==> config.mk <==
export PLATFORM = sky130hd
export DESIGN_NAME = adc_seq_ctrl
export DESIGN_NICKNAME = d
export VERILOG_FILES = /design/src/logic/adc_seq_pkg.sv /design/src/logic/adc_seq_ctrl.sv
export VERILOG_INCLUDE_DIRS = /design/src /design/src/logic
export SDC_FILE = /design/constraint.sdc
export NUM_CORES = 1
export LEC_CHECK = 0
export BUFFER_PORTS_ARGS = -buffer_cell sky130_fd_sc_hd__buf_4
export CAP_MARGIN = 40
export CORE_UTILIZATION = 35
export CTS_CLUSTER_DIAMETER = 200
export DETAILED_ROUTE_END_ITERATION = 6
export PLACE_DENSITY = 0.61
export REMOVE_ABC_BUFFERS = 1
export SLEW_MARGIN = 20
export SYNTH_ARGS = -nofsm -noshare
export SYNTH_HDL_FRONTEND = slang
export SYNTH_SLANG_ARGS = --single-unit
==> constraint.sdc <==
create_clock -name clk_in -period 3.4 [get_ports clk_in]
set_clock_uncertainty 0.15 [all_clocks]
set_input_delay 0.68 -clock clk_in [delete_from_list [all_inputs] [get_ports clk_in]]
set_output_delay 0.68 -clock clk_in [all_outputs]
set_load 0.03 [all_outputs]
==> src/logic/adc_seq_map.svh <==
// Register offsets, field positions, reset values and codes of the sequencer control block
`ifndef ADC_SEQ_MAP_SVH
`define ADC_SEQ_MAP_SVH

`define ADC_OFF_ACTIVATION   12'h000
`define ADC_OFF_RAW_IRQ      12'h004
`define ADC_OFF_IRQ_MASK     12'h008
`define ADC_OFF_MASKED_IRQ   12'h00c
`define ADC_OFF_OVERFLOW     12'h010
`define ADC_OFF_TRIG_SELECT  12'h014
`define ADC_OFF_UNDERFLOW    12'h018
`define ADC_OFF_PRIORITY     12'h020
`define ADC_OFF_SW_KICK      12'h028
`define ADC_OFF_AVERAGING    12'h030
`define ADC_OFF_SEQ_BASE     12'h040
`define ADC_OFF_SEQ_STRIDE   12'h020
`define ADC_OFF_STEP_INPUT   12'h000
`define ADC_OFF_STEP_CTRL    12'h004
`define ADC_OFF_QUEUE_PORT   12'h008
`define ADC_OFF_QUEUE_STATUS 12'h00c

`define ADC_RST_PRIORITY     8'he4
`define ADC_RST_CTRL3        32'h0000_0002
`define ADC_RST_CTRL         32'h0000_0000

`define ADC_CTL_DIFF         0
`define ADC_CTL_END          1
`define ADC_CTL_IE           2
`define ADC_CTL_TEMP         3

`define ADC_STAT_TAIL_LSB    0
`define ADC_STAT_HEAD_LSB    4
`define ADC_STAT_EMPTY       8
`define ADC_STAT_FULL        12

`define ADC_TRIG_PROCESSOR   4'h0
`define ADC_TRIG_ALWAYS      4'hf
`define ADC_TRIG_PERIPH_LAST 4'h4

`define ADC_AVG_MAX_SHIFT    3'h6
`define ADC_MID_CODE         10'h1ff
`define ADC_FULL_CODE        10'h3ff

`endif

==> src/logic/adc_seq_pkg.sv <==
// Types shared by the sequencer control block
package adc_seq_pkg;

  typedef struct packed {
    logic start;
    logic [3:0] pos_chan;
    logic [3:0] neg_chan;
    logic diff;
    logic temp;
  } conv_req_t;

  typedef enum logic [3:0] {
    ST_IDLE = 4'b0001,
    ST_ISSUE = 4'b0010,
    ST_WAIT = 4'b0100,
    ST_STORE = 4'b1000
  } seq_state_t;

  function automatic logic [3:0] seq_depth(input int s);
    case (s)
      0: seq_depth = 4'h8;
      1: seq_depth = 4'h4;
      2: seq_depth = 4'h4;
      default: seq_depth = 4'h1;
    endcase
  endfunction

endpackage

==> src/logic/adc_seq_ctrl.sv <==
// Sequencer, arbitration, averaging and result queue control for the 10-bit converter
`timescale 1ns/1ps
`include "adc_seq_map.svh"

module adc_seq_ctrl (
  // Clock and reset
  input wire logic clk_in,
  input wire logic rst_n_in,
  // Register port
  input wire logic [11:0] addr_in,
  input wire logic [31:0] wdata_in,
  input wire logic wr_in,
  input wire logic rd_in,
  output logic [31:0] rdata_out,
  // Peripheral trigger events
  input wire logic [3:0] periph_trig_in,
  // Converter core
  output adc_seq_pkg::conv_req_t conv_req_out,
  input wire logic conv_done_in,
  input wire logic [9:0] conv_data_in,
  // Interrupt lines to the controller
  output logic [3:0] irq_out
);

  // Control registers
  logic [3:0] sequencer_activation_r;
  logic [3:0] irq_mask_r;
  logic [3:0] raw_irq_status_r;
  logic [3:0] overflow_flags_r;
  logic [3:0] underflow_flags_r;
  logic [15:0] trigger_source_select_r;
  logic [7:0] sequencer_priority_r;
  logic [2:0] averaging_control_r;
  logic [31:0] step_input_select_r [4];
  logic [31:0] step_control_flags_r [4];
  logic [3:0] pend_r;

  // Result queues
  logic [9:0] queue_mem_r [4][8];
  logic [2:0] head_r [4];
  logic [2:0] tail_r [4];
  logic [3:0] count_r [4];

  // Sequencer engine
  adc_seq_pkg::seq_state_t state_r;
  logic [1:0] cur_seq_r;
  logic [2:0] step_r;
  logic [6:0] avg_cnt_r;
  logic [15:0] acc_r;
  adc_seq_pkg::conv_req_t conv_req_r;
  logic [31:0] rdata_r;
  logic [3:0] irq_r;

  // Register decode
  wire hit_act = (addr_in == `ADC_OFF_ACTIVATION);
  wire hit_raw = (addr_in == `ADC_OFF_RAW_IRQ);
  wire hit_mask = (addr_in == `ADC_OFF_IRQ_MASK);
  wire hit_isc = (addr_in == `ADC_OFF_MASKED_IRQ);
  wire hit_ovf = (addr_in == `ADC_OFF_OVERFLOW);
  wire hit_trig = (addr_in == `ADC_OFF_TRIG_SELECT);
  wire hit_udf = (addr_in == `ADC_OFF_UNDERFLOW);
  wire hit_pri = (addr_in == `ADC_OFF_PRIORITY);
  wire hit_kick = (addr_in == `ADC_OFF_SW_KICK);
  wire hit_avg = (addr_in == `ADC_OFF_AVERAGING);
  wire wr_isc = wr_in & hit_isc;
  wire wr_ovf = wr_in & hit_ovf;
  wire wr_udf = wr_in & hit_udf;
  wire [3:0] sw_start_bits = (wr_in & hit_kick) ? wdata_in[3:0] : 4'h0;
  wire [3:0] masked_status = raw_irq_status_r & irq_mask_r;

  // Per-sequencer decode and queue terms
  logic [3:0] hit_input;
  logic [3:0] hit_ctrl;
  logic [3:0] hit_port;
  logic [3:0] hit_status;
  logic [3:0] q_empty;
  logic [3:0] q_full;
  logic [3:0] q_pop;
  logic [3:0] q_push;
  logic [3:0] q_underflow;
  logic [3:0] q_overflow;
  logic [3:0] trig_hit;
  logic [31:0] depth_mask [4];
  logic [31:0] status_word [4];

  // Engine terms
  wire storing = (state_r == adc_seq_pkg::ST_STORE);
  wire [3:0] step_ctl = step_control_flags_r[cur_seq_r][{step_r, 2'b00} +: 4];
  wire [3:0] step_sel = step_input_select_r[cur_seq_r][{step_r, 2'b00} +: 4];
  wire [2:0] avg_shift = (averaging_control_r > `ADC_AVG_MAX_SHIFT) ? `ADC_AVG_MAX_SHIFT : averaging_control_r;
  wire [6:0] avg_goal = 7'((8'h01 << avg_shift) - 8'h01);
  wire avg_last = (avg_cnt_r == avg_goal);
  wire [15:0] acc_sum = acc_r + {6'h00, conv_data_in};
  wire [15:0] acc_mean = acc_r >> avg_shift;
  wire [3:0] cur_depth = adc_seq_pkg::seq_depth(int'(cur_seq_r));
  wire seq_last = step_ctl[`ADC_CTL_END] | ({1'b0, step_r} == 4'(cur_depth - 4'h1));
  wire [3:0] eligible = pend_r & sequencer_activation_r;

  genvar s;
  generate
    for (s = 0; s < 4; s = s + 1) begin : g_seq
      localparam logic [11:0] BASE = 12'(`ADC_OFF_SEQ_BASE + s * `ADC_OFF_SEQ_STRIDE);
      localparam logic [3:0] DEPTH = adc_seq_pkg::seq_depth(s);
      wire [3:0] code = trigger_source_select_r[4 * s +: 4];
      assign hit_input[s] = (addr_in == BASE + `ADC_OFF_STEP_INPUT);
      assign hit_ctrl[s] = (addr_in == BASE + `ADC_OFF_STEP_CTRL);
      assign hit_port[s] = (addr_in == BASE + `ADC_OFF_QUEUE_PORT);
      assign hit_status[s] = (addr_in == BASE + `ADC_OFF_QUEUE_STATUS);
      assign depth_mask[s] = (DEPTH == 4'h8) ? 32'hffff_ffff : ((32'h1 << {DEPTH, 2'b00}) - 32'h1);
      assign q_empty[s] = (count_r[s] == 4'h0);
      assign q_full[s] = (count_r[s] == DEPTH);
      assign q_pop[s] = rd_in & hit_port[s] & ~q_empty[s];
      assign q_underflow[s] = rd_in & hit_port[s] & q_empty[s];
      assign q_push[s] = storing & (cur_seq_r == 2'(s)) & ~q_full[s];
      assign q_overflow[s] = storing & (cur_seq_r == 2'(s)) & q_full[s];
      assign status_word[s] = {19'h0, q_full[s], 3'h0, q_empty[s], 1'b0, head_r[s], 1'b0, tail_r[s]};
      assign trig_hit[s] = ((code == `ADC_TRIG_PROCESSOR) & sw_start_bits[s]) |
                           (code == `ADC_TRIG_ALWAYS) |
                           ((code != `ADC_TRIG_PROCESSOR) & (code <= `ADC_TRIG_PERIPH_LAST) &
                            periph_trig_in[2'(code - 4'h1)]);

      // Tail is written by the engine, head advances on each read of the port while the queue holds data
      always_ff @(posedge clk_in or negedge rst_n_in) begin
        if (!rst_n_in) begin
          head_r[s] <= 3'h0;
          tail_r[s] <= 3'h0;
          count_r[s] <= 4'h0;
        end else begin
          if (q_push[s]) begin
            tail_r[s] <= ({1'b0, tail_r[s]} == DEPTH - 4'h1) ? 3'h0 : tail_r[s] + 3'h1;
          end
          if (q_pop[s]) begin
            head_r[s] <= ({1'b0, head_r[s]} == DEPTH - 4'h1) ? 3'h0 : head_r[s] + 3'h1;
          end
          count_r[s] <= count_r[s] + {3'h0, q_push[s]} - {3'h0, q_pop[s]};
        end
      end

      always_ff @(posedge clk_in) begin
        if (q_push[s]) begin
          queue_mem_r[s][tail_r[s]] <= acc_mean[9:0];
        end
      end
    end
  endgenerate

  // Fixed priority: the lowest value among eligible sequencers wins
  logic grant_v;
  logic [1:0] grant_seq;
  always_comb begin
    grant_v = 1'b0;
    grant_seq = 2'h0;
    for (int lvl = 3; lvl >= 0; lvl--) begin
      for (int q = 3; q >= 0; q--) begin
        if (eligible[q] && (sequencer_priority_r[2 * q +: 2] == 2'(lvl))) begin
          grant_v = 1'b1;
          grant_seq = 2'(q);
        end
      end
    end
  end
  wire take = (state_r == adc_seq_pkg::ST_IDLE) & grant_v;

  // Read data path
  logic [31:0] rdata_nxt;
  always_comb begin
    rdata_nxt = 32'h0;
    if (hit_act) rdata_nxt = {28'h0, sequencer_activation_r};
    if (hit_raw) rdata_nxt = {28'h0, raw_irq_status_r};
    if (hit_mask) rdata_nxt = {28'h0, irq_mask_r};
    if (hit_isc) rdata_nxt = {28'h0, masked_status};
    if (hit_ovf) rdata_nxt = {28'h0, overflow_flags_r};
    if (hit_trig) rdata_nxt = {16'h0, trigger_source_select_r};
    if (hit_udf) rdata_nxt = {28'h0, underflow_flags_r};
    if (hit_pri) begin
      rdata_nxt = {18'h0, sequencer_priority_r[7:6], 2'h0, sequencer_priority_r[5:4],
                   2'h0, sequencer_priority_r[3:2], 2'h0, sequencer_priority_r[1:0]};
    end
    if (hit_avg) rdata_nxt = {29'h0, averaging_control_r};
    for (int q = 0; q < 4; q++) begin
      if (hit_input[q]) rdata_nxt = step_input_select_r[q];
      if (hit_ctrl[q]) rdata_nxt = step_control_flags_r[q];
      if (hit_port[q]) rdata_nxt = {22'h0, queue_mem_r[q][head_r[q]]};
      if (hit_status[q]) rdata_nxt = status_word[q];
    end
  end

  // Software-written configuration; each register has its own short process
  wire wr_act = wr_in & hit_act;
  wire wr_mask = wr_in & hit_mask;
  wire wr_trig = wr_in & hit_trig;
  wire wr_pri = wr_in & hit_pri;
  wire wr_avg = wr_in & hit_avg;
  wire [7:0] pri_packed = {wdata_in[13:12], wdata_in[9:8], wdata_in[5:4], wdata_in[1:0]};

  always_ff @(posedge clk_in or negedge rst_n_in) begin
    if (!rst_n_in) begin
      sequencer_activation_r <= 4'h0;
    end else if (wr_act) begin
      sequencer_activation_r <= wdata_in[3:0];
    end
  end

  always_ff @(posedge clk_in or negedge rst_n_in) begin
    if (!rst_n_in) begin
      irq_mask_r <= 4'h0;
    end else if (wr_mask) begin
      irq_mask_r <= wdata_in[3:0];
    end
  end

  always_ff @(posedge clk_in or negedge rst_n_in) begin
    if (!rst_n_in) begin
      trigger_source_select_r <= 16'h0;
    end else if (wr_trig) begin
      trigger_source_select_r <= wdata_in[15:0];
    end
  end

  always_ff @(posedge clk_in or negedge rst_n_in) begin
    if (!rst_n_in) begin
      sequencer_priority_r <= `ADC_RST_PRIORITY;
    end else if (wr_pri) begin
      sequencer_priority_r <= pri_packed;
    end
  end

  always_ff @(posedge clk_in or negedge rst_n_in) begin
    if (!rst_n_in) begin
      averaging_control_r <= 3'h0;
    end else if (wr_avg) begin
      averaging_control_r <= wdata_in[2:0];
    end
  end

  // Nibbles past a sequencer's depth stay zero; repeats of one input are allowed
  always_ff @(posedge clk_in or negedge rst_n_in) begin
    if (!rst_n_in) begin
      for (int q = 0; q < 4; q++) begin
        step_input_select_r[q] <= 32'h0;
        step_control_flags_r[q] <= (q == 3) ? `ADC_RST_CTRL3 : `ADC_RST_CTRL;
      end
    end else if (wr_in) begin
      for (int q = 0; q < 4; q++) begin
        if (hit_input[q]) step_input_select_r[q] <= wdata_in & depth_mask[q];
        if (hit_ctrl[q]) step_control_flags_r[q] <= wdata_in & depth_mask[q];
      end
    end
  end

  // Hardware-set flags: a set in the same cycle as a clear wins
  wire [3:0] irq_set = (storing & step_ctl[`ADC_CTL_IE]) ? (4'h1 << cur_seq_r) : 4'h0;
  wire [3:0] raw_clr = wr_isc ? wdata_in[3:0] : 4'h0;
  wire [3:0] ovf_clr = wr_ovf ? wdata_in[3:0] : 4'h0;
  wire [3:0] udf_clr = wr_udf ? wdata_in[3:0] : 4'h0;
  wire [3:0] pend_clr = take ? (4'h1 << grant_seq) : 4'h0;
  always_ff @(posedge clk_in or negedge rst_n_in) begin
    if (!rst_n_in) begin
      raw_irq_status_r <= 4'h0;
      overflow_flags_r <= 4'h0;
      underflow_flags_r <= 4'h0;
      pend_r <= 4'h0;
      irq_r <= 4'h0;
    end else begin
      raw_irq_status_r <= (raw_irq_status_r & ~raw_clr) | irq_set;
      overflow_flags_r <= (overflow_flags_r & ~ovf_clr) | q_overflow;
      underflow_flags_r <= (underflow_flags_r & ~udf_clr) | q_underflow;
      // A disabled sequencer forgets its trigger; an always trigger re-arms every cycle
      pend_r <= ((pend_r & ~pend_clr) | trig_hit) & sequencer_activation_r;
      irq_r <= masked_status;
    end
  end

  // Step engine, clocked by the converter clock
  always_ff @(posedge clk_in or negedge rst_n_in) begin
    if (!rst_n_in) begin
      state_r <= adc_seq_pkg::ST_IDLE;
      cur_seq_r <= 2'h0;
      step_r <= 3'h0;
      avg_cnt_r <= 7'h0;
      acc_r <= 16'h0;
      conv_req_r <= '0;
    end else begin
      conv_req_r.start <= 1'b0;
      case (state_r)
        adc_seq_pkg::ST_IDLE: begin
          if (grant_v) begin
            cur_seq_r <= grant_seq;
            step_r <= 3'h0;
            avg_cnt_r <= 7'h0;
            acc_r <= 16'h0;
            state_r <= adc_seq_pkg::ST_ISSUE;
          end
        end
        adc_seq_pkg::ST_ISSUE: begin
          conv_req_r.start <= 1'b1;
          conv_req_r.diff <= step_ctl[`ADC_CTL_DIFF];
          conv_req_r.temp <= step_ctl[`ADC_CTL_TEMP];
          if (step_ctl[`ADC_CTL_DIFF]) begin
            // Only pairs 0 to 3 exist, so the upper select bits are ignored
            conv_req_r.pos_chan <= {1'b0, step_sel[1:0], 1'b0};
            conv_req_r.neg_chan <= {1'b0, step_sel[1:0], 1'b1};
          end else begin
            conv_req_r.pos_chan <= step_sel;
            conv_req_r.neg_chan <= 4'h0;
          end
          state_r <= adc_seq_pkg::ST_WAIT;
        end
        adc_seq_pkg::ST_WAIT: begin
          // Core codes arrive offset coded for differential steps, 0x000-0x3ff either way
          if (conv_done_in) begin
            acc_r <= acc_sum;
            if (avg_last) begin
              state_r <= adc_seq_pkg::ST_STORE;
            end else begin
              avg_cnt_r <= avg_cnt_r + 7'h1;
              state_r <= adc_seq_pkg::ST_ISSUE;
            end
          end
        end
        adc_seq_pkg::ST_STORE: begin
          avg_cnt_r <= 7'h0;
          acc_r <= 16'h0;
          if (seq_last) begin
            state_r <= adc_seq_pkg::ST_IDLE;
          end else begin
            step_r <= step_r + 3'h1;
            state_r <= adc_seq_pkg::ST_ISSUE;
          end
        end
        default: state_r <= adc_seq_pkg::ST_IDLE;
      endcase
    end
  end

  // Read data stands only in the cycle after the strobe
  always_ff @(posedge clk_in or negedge rst_n_in) begin
    if (!rst_n_in) begin
      rdata_r <= 32'h0;
    end else begin
      rdata_r <= rd_in ? rdata_nxt : 32'h0;
    end
  end

  assign rdata_out = rdata_r;
  assign conv_req_out = conv_req_r;
  assign irq_out = irq_r;

endmodule // adc_seq_ctrl

# Word level (Yosys, flattened, before mapping)
# Memory sizes are Yosys's and may differ from the RTL's.
# Index checks and enable logic that the tools add are counted.
[totals]
regBits = 306
latchBits = 0
ramBits = 320
rom_bits = 0
in_bits = 63
out_inout_bits = 47
word_cells = 448
mem_count = 1
[memory_table]
columns = ["name", "words", "width", "read_ports", "rd_clocked_by_memory_dff", "wr", "line", "text"]
rows = [
  ["queue_mem_r", 4, 80, 4, 0, 1, "adc_seq_ctrl.sv:39", "logic [9:0] queue_mem_r [4][8];"],
]
[classes]
addsub = 25
n_mul = 0
n_div = 0
magnitude_cmp = 22
n_eq_ne = 64
shifts = 6
muxes = 142
bitwise = 88
n_reduce_logical = 59
[ops]
columns = ["op", "n"]
rows = [
  ["$mux W32", 29],
  ["$mux W80", 10],
  ["$reduce_or A80 Y1", 3],
  ["$bmux W32 S2", 2],
  ["$bmux W10 S3", 4],
  ["$demux W10 S3", 4],
  ["$mux W10", 12],
  ["$eq A12 B7 Y1 const B", 8],
  ["$eq A12 B8 Y1 const B", 8],
  ["$shiftx A32 B6 Y4", 2],
  ["$pmux W16 S3", 1],
  ["$and A1 B1 Y1", 47],
  ["$mux W2", 20],
  ["$mux W4", 10],
  ["$eq A12 B5 Y1 const B", 3],
  ["$eq A12 B6 Y1 const B", 3],
  ["$mux W3", 11],
  ["$ge A4 B4 Y1 const B", 8],
  ["$logic_not A4 Y1", 8],
  ["$mux W16", 2],
  ["$not A3 Y4", 8],
  ["$and A4 B4 Y4", 7],
  ["$add A3 B1 Y3 const B", 9],
  ["$eq A12 B4 Y1 const B", 2],
  ["52 further kinds", 185],
]

# Depth between registers and ports, before layout
# Gate-level depths: netlist of the first run.
[depth]
ltp_word = 27
ltp_mapped = 13
depth_no_buf = 11

# Worst setup path after synthesis of the first run
# Ideal clock, no wire load.
[synth_path]
kind = "flip-flop to flip-flop"
startpoint = "reg averaging_control_r[0]"
endpoint = "mem queue_mem_r[0][16] in the netlist's numbering (data pin)"
setup_ps = 454
t_arrival_ps = 3120
t_required_ps = 2796
setup_slack_ps = -324
stages_incl_launch_ff = 7
n_path_buf = 2
period_less_slack_ps = 3724
path_cell_list = "dfrtp_1 buf_2 a21boi_0 clkbuf_1 mux2i_1 mux2_2 o21ai_0"
[synth_via]
elab_chain_cells = 6
[synth_lines]
columns = ["element", "line", "text"]
rows = [
  ["from (decl)", "adc_seq_ctrl.sv:33", "logic [2:0] averaging_control_r;"],
  ["from (signal assigned)", "adc_seq_ctrl.sv:232", "averaging_control_r <= wdata_in[2:0];"],
  ["$gt A3 B3 Y1 (no line)", "n/a", ""],
  ["$mux W3 *", "adc_seq_ctrl.sv:90", "wire [2:0] avg_shift = (averaging_control_r > `ADC_AVG_MAX_SHIFT) ? `ADC_AVG_MAX_SHIFT : averaging_control_r;"],
  ["$shr A16 B3 Y10 *", "adc_seq_ctrl.sv:94", "wire [15:0] acc_mean = acc_r >> avg_shift;"],
  ["named net acc_mean[6]", "adc_seq_ctrl.sv:94", ""],
  ["$mux W80 (no line) (2 in a row)", "n/a", ""],
  ["$mux W80 (no line) *", "n/a", ""],
  ["to (decl)", "adc_seq_ctrl.sv:39", ""],
]
# Mark *: on every way through the listed nets, which the timed path passes. The rest lies on a longest branch.

# Worst setup path in the final report of the first run
[layout_path]
startpoint = "reg state_r[2]"
endpoint = "reg count_r[2] in the netlist's numbering"
[layout_via]
elab_chain_cells = 5
[layout_lines]
columns = ["element", "line", "text"]
rows = [
  ["from (decl)", "adc_seq_ctrl.sv:45", "adc_seq_pkg::seq_state_t state_r;"],
  ["from (signal assigned)", "adc_seq_ctrl.sv:277", "state_r <= adc_seq_pkg::ST_IDLE;"],
  ["from (signal assigned)", "adc_seq_ctrl.sv:292", "state_r <= adc_seq_pkg::ST_ISSUE;"],
  ["from (signal assigned)", "adc_seq_ctrl.sv:307", "state_r <= adc_seq_pkg::ST_WAIT;"],
  ["$eq A4 B4 Y1", "adc_seq_ctrl.sv:87", "wire storing = (state_r == adc_seq_pkg::ST_STORE);"],
  ["$and A1 B1 Y1 (2 in a row)", "adc_seq_ctrl.sv:114", "assign q_push[s] = storing & (cur_seq_r == 2'(s)) & ~q_full[s];"],
  ["$add A4 B1 Y4", "adc_seq_ctrl.sv:135", "count_r[s] <= count_r[s] + {3'h0, q_push[s]} - {3'h0, q_pop[s]};"],
  ["$sub A4 B1 Y4", "adc_seq_ctrl.sv:135", ""],
  ["to (signal, indexed assignment)", "adc_seq_ctrl.sv:135", ""],
  ["to (decl)", "adc_seq_ctrl.sv:42", "logic [3:0] count_r [4];"],
]
# Every way passes these cells.
# A chain may end at the register's enable or synchronous reset.

==> results of run 1 <==
[layer usage]
layer	global-route usage (%)	part of all wire (%)	up-vias	wire, um
li1	-	-	8827	-
met1	30.00	43	10484	39800
met2	34.48	47	745	42890
met3	4.133	7.0	162	6399
met4	6.791	2.7	14	2508
met5	0.8508	0.20	-	184
[sequential cells by signal (all words and copies together) (netlist names)]
register,count
irq_out,4
status_word,12
step_control_flags_r,68
sequencer_priority_r,8
queue_mem_r,320
step_input_select_r,68
pend_r,4
underflow_flags_r,4
count_r,16
conv_req_out,9
averaging_control_r,3
cur_seq_r,2
overflow_flags_r,4
trigger_source_select_r,16
avg_cnt_r,7
acc_r,16
raw_irq_status_r,4
sequencer_activation_r,4
rdata_out,32
head_r,12
state_r,4
irq_mask_r,4
step_r,3
[cells in the mapped netlist, drive strengths merged (58+ instances only)]
library cell	count	area, um2
edfxtp	320	9609
dfrtp	298	7457
mux2	202	2275
nand2	172	645.6
mux4	109	2455
nor2	95	356.6
o21ai	92	460.4
inv	72	270.3
clkbuf	71	266.5
ha	61	763.2
a21oi	59	299.0
mux2i	58	580.6
[power groups by stage]
stage	sequential, uW	clock (uW)	combinational, uW
3_3_place_gp	8140	0	617
2_1_floorplan	8130	0	284
6_report	7990	8340	639
4_1_cts	7990	8500	643
5_1_grt	8000	8810	700
3_5_place_dp	8140	0	641
[worst register-to-register path, stage by stage, from the launching register on]
cell and delay (ps):
dfrtp_1 440, nor4b_2 450, buf_4 190, buf_4 170, nand2_1 130, nor2b_1 230, inv_1 190, ha_1 300
inv_1 60, ha_1 170, inv_1 60, fa_1 380, xnor2_1 140
[what timing repair did]
action                                 in CTS  in global routing
hold buffers                                1                  0
resized for setup                           0                  0
endpoints found under the hold margin      62                  0
[metrics by stage]
stage,worst slack (ps),utilization (%),power [uW],instance area [um2],hold WS (ps)
after floorplan,-1209,-,8417,28990,234.4
after global placement,-127.1,39.47,8754,32930,306.0
after detailed placement,-190.1,39.53,8783,32980,318.3
after CTS,220.6,42.63,17140,35560,119.1
after global routing,35.37,42.67,17500,35590,134.5
final,226.4,42.67,16970,35590,149.1
[worst max path at each step]
stage | to | depth (start not counted) | startpoint | slack, ps
floorplan | rdata_out[4] | 7 | addr_in[9] | -1210
global placement | rdata_out[6] | 12 | addr_in[2] | -130
detailed placement | rdata_out[6] | 12 | addr_in[2] | -190
CTS | count_r[2] | 12 | state_r[2] | 220
global route | count_r[2] | 12 | state_r[2] | 40
finish | count_r[2] | 12 | state_r[2] | 230
[area by class of cell]
| cell class | count | area, um2 | share of cell area, % |
|---|---|---|---|
| Sequential cell | 624 | 17230 | 48.39 |
| Inverter | 73 | 274.0 | 0.7698 |
| Tap cell | 1080 | 1351 | 3.796 |
| Clock buffer | 90 | 1971 | 5.536 |
| Clock inverter | 44 | 603.1 | 1.694 |
| Timing Repair Buffer | 316 | 2595 | 7.291 |
| Multi-Input combinational cell | 1334 | 11570 | 32.52 |
[cell families after synthesis]
logic type,Yosys count,share of synthesized area (%)
flip-flops,624,58.47
AND/OR/NAND/NOR,481,8.236
AO/OA/AOI/OAI,401,9.327
multiplexers,369,18.03
buffers and inverters,187,2.523
adder cells (fa/ha/maj),66,2.931
XOR/XNOR,16,0.4757
other,1,0.01273
==> flow_summary.json, run 1 <==
{
  "wl_per_cell_um": 25.77,
  "finalMaxSlewViolations": 0,
  "required_ps": 3760,
  "path_clk_slew_ps": 60,
  "power.leakage_uw": 0.01346,
  "max_slew.worst_pin.slew_ps": 783.5,
  "synth-seq-cells": 624,
  "cts-buffers-inserted": 72,
  "min_path_cells": 2,
  "rsz0062_at_grt": "false",
  "clockBufferDepth": 3,
  "worstPathArrival_ps": 3530,
  "coreArea_um2": 83420,
  "post_cts_buffers": 0,
  "postSynthCellCount": 2145,
  "fin_crit_ps": 3174,
  "post-route-period-util_pct": 93.34,
  "synth_flop_cell": "edfxtp_1",
  "critical_path.top_delay_family": "adder cells",
  "yosysSeqAreaShare_pct": 58.47,
  "reg2reg_from": "state_r[2]",
  "final-hold-violation-count": 0,
  "setup_viol": 0,
  "min_to": "step_control_flags_r[117]",
  "htreeDepth": 3,
  "num_rows": 106,
  "die_area_um2": 85330,
  "antenna_found_initial": 6,
  "pin_count": 110,
  "grtUsageTotal_pct": 21.74,
  "critPathLaunchType": "register",
  "antenna_cells": 0,
  "fillerInstances": 7601,
  "grt_overflow": 0,
  "pwr-share-seq_pct": 47.1,
  "firstDrtPassIters": 6,
  "dp_hpwl_um": 66090,
  "avgSynthCellArea_um2": 13.73,
  "die_x_um": 292.1,
  "ys_types": 84,
  "placed_cells": 3424,
  "hold_path_class": "in2reg",
  "p_int_uw": 13340,
  "drive_above_1_share_pct": 31.52,
  "final_cell_mix": "edfxtp_1, dfrtp_1, buf_4",
  "drt_iter0_drc": 2041,
  "area_growth_pct": 20.83,
  "max_stage_delay_ps": 450,
  "p_per_area_nw_per_um2": 476.8,
  "final_common_cell": "edfxtp_1",
  "finalNetCount": 2550,
  "mappedNetlistArea_um2": 29460,
  "grt_max_degree": 75,
  "initial_core_util_pct": 35.31,
  "crit_path_frequent_cell": "inv_1",
  "synth-edff-count": 320,
  "async_flop_share_pct": 48.72,
  "fmax_ghz": 0.3151,
  "ant_nets": 0,
  "portBuffers": 108,
  "fp.dieH_um": 292.1,
  "timing.setup.tns_ps": 0,
  "wirelength_um": 91780,
  "instances_no_fill": 3561,
  "cp_max_fo": 7,
  "cp_num_buf_inv": 5,
  "cts_root_buf": "clkbuf_16",
  "grt_pass1_vias": 20860,
  "max_cap_viol_count": 0,
  "cp_slowest_cell": "nor4b_2",
  "clkPwrFrac_pct": 49.1,
  "viasPerCell": 5.682,
  "switching_power_uw": 3628,
  "power_frac_comb_pct": 3.8,
  "regToRegSetupSlack_ps": 230,
  "r2r_cells": 12,
  "hp-start": "wdata_in[21]",
  "r2r-end": "count_r[2]",
  "end_kind": "register",
  "vias": 20232,
  "place.gp.congestion": 1.010,
  "tritoncts": "yes",
  "outcome": "finished, final reports clean",
  "yosys_warnings": 0,
  "path_cells": "nor4b_2, buf_4, buf_4, nand2_1, nor2b_1, inv_1, ha_1, inv_1, ha_1, inv_1, fa_1, xnor2_1",
  "drc": 0,
  "slew_headroom_pct": 47.76,
  "cts_sinks": 624,
  "clock_latency_ps": 640,
  "criticalPathCategory": "reg2reg",
  "ir_drop_mv": 0.3778,
  "grt_pass1_wl_um": 138600,
  "switching_share_pct": 21.38
}
Power figures use the tool's default switching activity.
==> run 2: changes to the inputs <==
--- a/config.mk
+++ b/config.mk
@@ -6,6 +6,7 @@
 export SDC_FILE = /design/constraint.sdc
 export NUM_CORES = 1
 export LEC_CHECK = 0
+export ABC_AREA = 1
 export BUFFER_PORTS_ARGS = -buffer_cell sky130_fd_sc_hd__buf_4
 export CAP_MARGIN = 40
 export CORE_UTILIZATION = 35
==> run 2 against run 1 <==
Effect of this change:
- synthesized cell count grew 47%
- setup slack better by 90 ps
- global-route usage up 0.079 points
- highest routed layer unchanged
- critical endpoint is now step_r[0]
- first-iteration DRC count up 28%
- non-clock buffer count down 53
- largest power group is now registers
- count of clock-buffer cells in the layout decreased by 4
- cell count rose by 27%
- register-to-register slack better by 90 ps
==> flow_summary.json, run 2 <==
{
  "fillerInstances": 8271,
  "synth.most_common_cell": "nand2_1",
  "antenna_cells": 0,
  "die_area_um2": 86070,
  "power_uw": 18590,
  "cts_root_buf": "clkbuf_16",
  "synth_commonest_cells": "nand2_1, o21ai_0, edfxtp_1",
  "setup_viol": 0,
  "hold_path_class": "in2reg",
  "synth.area.top_cells": "edfxtp_1, dfrtp_1, nand2_1",
  "viasPerCell": 5.327,
  "grt_overflow": 0,
  "layout.area.seq_um2": 17220,
  "power.leakage_uw": 0.01456,
  "initial_core_util_pct": 35.45,
  "fmax_ghz": 0.3243,
  "post-route-period-util_pct": 90.69,
  "timing.setup.tns_ps": 0,
  "critPathLaunchType": "register",
  "ant_nets": 0,
  "final-hold-violation-count": 0,
  "synth-seq-cells": 624,
  "fin_area_um2": 35150,
  "place_area_um2": 32690,
  "grt_pass1_wl_um": 142700,
  "clockBufferDepth": 3,
  "multiInputGateArea_um2": 10800,
  "pin_count": 110,
  "max_slew.worst_pin.slew_ps": 875.0,
  "finalNetCount": 3474,
  "post_cts_resized": 0,
  "yosys_warnings": 0,
  "wirelength_um": 94630,
  "dp_hpwl_um": 67100,
  "drc": 0,
  "place.gp.congestion": 0.9924,
  "htreeDepth": 3,
  "antenna_found_initial": 1,
  "fp.dieH_um": 293.4,
  "largest_register_ffs": 320,
  "placed_cells": 4406,
  "slew_headroom_pct": 41.60,
  "final_cell_mix": "nand2_1, o21ai_0, edfxtp_1",
  "cts-buffers-inserted": 70,
  "criticalPathCategory": "reg2reg",
  "cts_sinks": 624,
  "wl_per_cell_um": 20.86,
  "rsz0062_at_grt": "false",
  "end_kind": "register",
  "drt_iter0_drc": 2616,
  "grtUsageTotal_pct": 21.82,
  "async_flop_share_pct": 48.72,
  "cp_max_fo": 13,
  "coreArea_um2": 83820,
  "grt_pass1_vias": 22752,
  "avgSynthCellArea_um2": 9.421,
  "synth_top_area_share_pct": 32.34,
  "finalMaxSlewViolations": 0,
  "drive_above_1_share_pct": 13.37,
  "worstPathArrival_ps": 3410,
  "grt_max_degree": 77,
  "synth-edff-count": 320,
  "p_per_area_nw_per_um2": 528.8,
  "tritoncts": "yes",
  "die_x_um": 293.4,
  "ys_types": 65,
  "firstDrtPassIters": 6,
  "instances_no_fill": 4536,
  "yosysSeqAreaShare_pct": 57.97,
  "path_clk_slew_ps": 60,
  "fin_crit_ps": 3083,
  "vias": 24163,
  "ir_drop_mv": 0.3701,
  "mappedNetlistArea_um2": 29710,
  "clock_latency_ps": 630,
  "num_rows": 106,
  "postSynthCellCount": 3154,
  "required_ps": 3720,
  "max_cap_viol_count": 0,
  "synth_flop_cell": "edfxtp_1",
  "synth_area_leader_cell": "edfxtp_1",
  "final_common_cell": "nand2_1",
  "area_growth_pct": 18.28,
  "portBuffers": 108,
  "outcome": "finished, final reports clean"
}
[run 2: layout make-up]
| class | count | share of cell area, % |
|---|---|---|
| Clock buffer | 86 | 5.447 |
| Clock inverter | 43 | 1.527 |
| Inverter | 303 | 3.236 |
| Multi-Input combinational cell | 2083 | 30.73 |
| Sequential cell | 624 | 49.01 |
| Tap cell | 1134 | 4.037 |
| Timing Repair Buffer | 263 | 6.016 |
[run 2: final timing paths]
check	depth (start not counted)	slack, ps	to	from
min in group asynchronous	2	480	irq_out[1]	rst_n_in
worst max register to register	13	320	step_r[0]	sequencer_priority_r[5]
worst min-delay path	3	200	step_input_select_r[113]	wdata_in[17]
worst min register to register	2	340	step_input_select_r[102]	step_input_select_r[102]
max in group asynchronous	3	1770	count_r[14]	rst_n_in
worst max-delay path	13	320	step_r[0]	sequencer_priority_r[5]
[run 2: kinds of logic (layout without fill, tap and decap cells)]
kind of cell / Yosys count / after routing / share of synthesized area, %
and+or+nand+nor: 1144 / 1144 / 16.15
buffers and inverters: 447 / 695 / 5.891
xor gates and xnor gates: 16 / 16 / 0.4716
AOI/OAI and AO/OA: 855 / 855 / 16.57
muxes: 1 / 1 / 0.03369
DFF: 624 / 624 / 57.97
other: 1 / 1 / 0.01262
adders and majority gates: 66 / 66 / 2.906
[run 2: critical path, cell delays in order, from the launching register on]
cell     delay [ps]
dfstp_2         530
inv_1           120
nor3_1          250
nor2_1          110
nand4_1         120
nor3_2          100
nand2_2         110
nand2_2          90
a21oi_4         370
inv_2           200
nor2_2          390
nand2_1         170
a21oi_1         150
a21oi_1          60
[run 2: per-layer routing]
metal  vias up  GRT usage [%]  part of all wire [%]
met5         -              0                 0.014
met4         2          7.190                   3.1
met3       157          3.578                   7.6
met2       969          33.10                    44
met1     11750          31.62                    45
li1      11285              -                     -
[run 2: power breakdown]
group	switching [uW]	leakage, uW	internal [uW]
clock	3270	0.00118	4760
combinational	1490	0.00637	718
sequential	134	0.00701	8210
total	4900	0.0146	13700
[run 2: timing repair]
item                                   4_1_cts  5_1_grt
setup buffers                                0        0
hold buffers                                 1        0
endpoints found under the hold margin       70        0
[run 2: through the flow]
| stage | worst slack, ps | hold slack, ps | utilization [%] |
|---|---|---|---|
| 6_report | 316.6 | 196.8 | 41.93 |
| 5_1_grt | 85.27 | 199.3 | 41.93 |
| 4_1_cts | 330.2 | 173.4 | 41.93 |
| 3_5_place_dp | 169.6 | 322.4 | 38.99 |
| 3_3_place_gp | 209.2 | 316.6 | 38.97 |
| 2_1_floorplan | -273.7 | 234.4 | - |
==> run 3: changes to the inputs <==
--- a/config.mk
+++ b/config.mk
@@ -9,10 +9,10 @@
 export ABC_AREA = 1
 export BUFFER_PORTS_ARGS = -buffer_cell sky130_fd_sc_hd__buf_4
 export CAP_MARGIN = 40
-export CORE_UTILIZATION = 35
+export CORE_UTILIZATION = 40
 export CTS_CLUSTER_DIAMETER = 200
 export DETAILED_ROUTE_END_ITERATION = 6
-export PLACE_DENSITY = 0.61
+export PLACE_DENSITY = 0.67
 export REMOVE_ABC_BUFFERS = 1
 export SLEW_MARGIN = 20
 export SYNTH_ARGS = -nofsm -noshare
==> run 3 against run 2 <==
Effect of this change:
- sequential share of layout area grew 0.39 points
- setup slack gained 35 ps
- global-route usage grew 2.5 points
- combinational power is essentially flat
- die area shrank 12%
- count of clock-buffer cells in the layout grew 7
- the flow now finishes with violations (design-rule violations)
- sequential cell count is the same
- cell count shrank 3.8%
- largest power group unchanged
- clock power shrank 2.5%
- largest cell class unchanged
- routed wire length shrank 3.0%
- register-to-register slack gained 30 ps
- critical path depth grew 2
- critical path type unchanged
==> flow_summary.json, run 3 (synthesized netlist as in run 2, its figures left out) <==
{
  "critPathLaunchType": "register",
  "finalNetCount": 3481,
  "finalMaxSlewViolations": 0,
  "max_cap_viol_count": 0,
  "post_cts_resized": 0,
  "max_slew.worst_pin.slew_ps": 871.9,
  "criticalPathCategory": "reg2reg",
  "cp_slowest_cell": "dfstp_2",
  "required_ps": 3750,
  "initial_core_util_pct": 40.59,
  "cts-buffers-inserted": 71,
  "fmax_ghz": 0.3280,
  "min_path_cells": 3,
  "pin_count": 110,
  "htreeDepth": 3,
  "coreArea_um2": 73210,
  "clockBufferDepth": 3,
  "final_common_cell": "nand2_1",
  "final_cell_mix": "nand2_1, o21ai_0, edfxtp_1",
  "critical_path.top_delay_family": "simple AND/OR/NAND/NOR gates",
  "fp.dieH_um": 274.6,
  "r2r_cells": 15,
  "die_x_um": 274.6,
  "switching_share_pct": 25.84,
  "crit_path_frequent_cell": "nor3_2",
  "ant_nets": 0,
  "antenna_cells": 0,
  "path_clk_slew_ps": 60,
  "max_stage_delay_ps": 540,
  "utilization_pct": 47.64,
  "grt_overflow": 0,
  "power.leakage_uw": 0.01456,
  "top_layer_used": "met5",
  "cts_sinks": 624,
  "setup_viol": 0,
  "drive_above_1_share_pct": 13.30,
  "clock_latency_ps": 620,
  "antenna_found_initial": 2,
  "wl_per_cell_um": 21.04,
  "area_growth_pct": 17.36,
  "reg2reg_from": "sequencer_priority_r[7]",
  "met3_length_um": 8161,
  "dp_hpwl_um": 63830,
  "switching_power_uw": 4740,
  "cp_max_fo": 13,
  "post_cts_buffers": 0,
  "clkPwrFrac_pct": 42.7,
  "hold_path_class": "in2reg",
  "post-route-period-util_pct": 89.66,
  "wirelength_um": 91810,
  "grtUsageTotal_pct": 24.37,
  "outcome": "finished, violations left",
  "violations": "design-rule violations",
  "power_frac_comb_pct": 11.9,
  "p_int_uw": 13600,
  "grt_pass1_wl_um": 140100,
  "path_cells": "inv_1, nor3_1, nor2_1, nand3_1, nor3_2, nand2_2, nand2_2, a21oi_4, inv_2, nor3_2, nand2_1, nor3_2, nand2_1, o21ai_0, a21oi_1",
  "tritoncts": "yes",
  "grt_pass1_vias": 22996,
  "timing.setup.tns_ps": 0,
  "p_per_area_nw_per_um2": 526.0,
  "vias": 24338,
  "pwr-share-seq_pct": 45.4,
  "slew_headroom_pct": 41.81,
  "met2WireLength_um": 40540,
  "dp_worst_setup_slack_ps": 50.62,
  "final.setup.worst_slack_ps": 351.4,
  "crit_start": "sequencer_priority_r[7]",
  "rsz0062_at_grt": "false",
  "regToRegSetupSlack_ps": 350,
  "die_area_um2": 75380,
  "min_to": "step_input_select_r[116]",
  "hp-start": "wdata_in[20]",
  "worstPathArrival_ps": 3400,
  "fin_crit_ps": 3049,
  "wirelength_met1_um": 40030,
  "drt_iter0_drc": 2527,
  "drc": 10,
  "final-hold-violation-count": 0,
  "portBuffers": 108,
  "ir_drop_mv": 0.4309,
  "instances_no_fill": 4364,
  "cts_root_buf": "clkbuf_16",
  "viasPerCell": 5.577,
  "place.gp.congestion": 1.000,
  "cp_num_buf_inv": 2,
  "grt_max_degree": 79,
  "largest_register_ffs": 320,
  "num_rows": 99,
  "placed_cells": 4237,
  "firstDrtPassIters": 7,
  "power_uw": 18340,
  "r2r-end": "acc_r[15]",
  "end_kind": "register"
}
[run 3: changes by cell type in the layout (fill, tap and decap cells not counted), moves of 2 or more]
cell        delta
clkinvlp_4     -3
clkinv_1       +4
inv_6          -6
clkbuf_8       +2
buf_12         -3
bufinv_16      -3
clkbuf_16      +4
clkinv_4       -2
buf_4         +10
[run 3: per-stage QoR]
stage / cell area [um2] / hold slack (ps)
5_1_grt: 34870 / 197.9
4_1_cts: 34870 / 171.7
6_report: 34870 / 190.3
3_5_place_dp: 32480 / 327.1
3_3_place_gp: 32460 / 317.3
2_1_floorplan: 29100 / 234.4
[run 3: power by group through the flow]
stage | Sequential, uW | Combinational [uW] | Clock (uW)
final | 8330 | 2180 | 7830
after global routing | 8350 | 2410 | 8220
after CTS | 8330 | 2190 | 7920
after detailed placement | 8480 | 2170 | 0
after global placement | 8480 | 2150 | 0
after floorplan | 8590 | 1160 | 0
[run 3: worst max-delay path by stage]
stage / to / cells past startpoint
floorplan: queue_mem_r[0][12] / 7
global placement: rdata_out[12] / 19
detailed placement: rdata_out[8] / 21
CTS: step_r[2] / 13
global route: acc_r[15] / 15
finish: acc_r[15] / 15
[run 3: per-layer routing]
metal	up-vias	track usage, %
li1	11290	-
met3	173	5.193
met1	11818	34.93
met5	-	0
met4	4	8.260
met2	1053	36.56
[run 3: worst register-to-register path, stage by stage, from the launching register on]
cell     delay, ps
dfstp_2        540
inv_1           80
nor3_1         290
nor2_1         100
nand3_1        100
nor3_2         120
nand2_2        110
nand2_2         80
a21oi_4        360
inv_2          210
nor3_2         240
nand2_1        120
nor3_2         160
nand2_1         90
o21ai_0        150
a21oi_1         50
[run 3: layout make-up]
type / count / area, um2
inverter: 303 / 1137
tap: 959 / 1200
sequential: 624 / 17220
multi-input combinational: 2083 / 10800
fill: 6824 / 38330
clock inverter: 33 / 340.3
timing repair buffer: 269 / 2125
clock buffer: 93 / 2046
[run 3: timing repair]
item / CTS / global route
hold buffers: 1 / 0
setup endpoints to repair: 0 / 0
endpoints found under the hold margin: 62 / 0
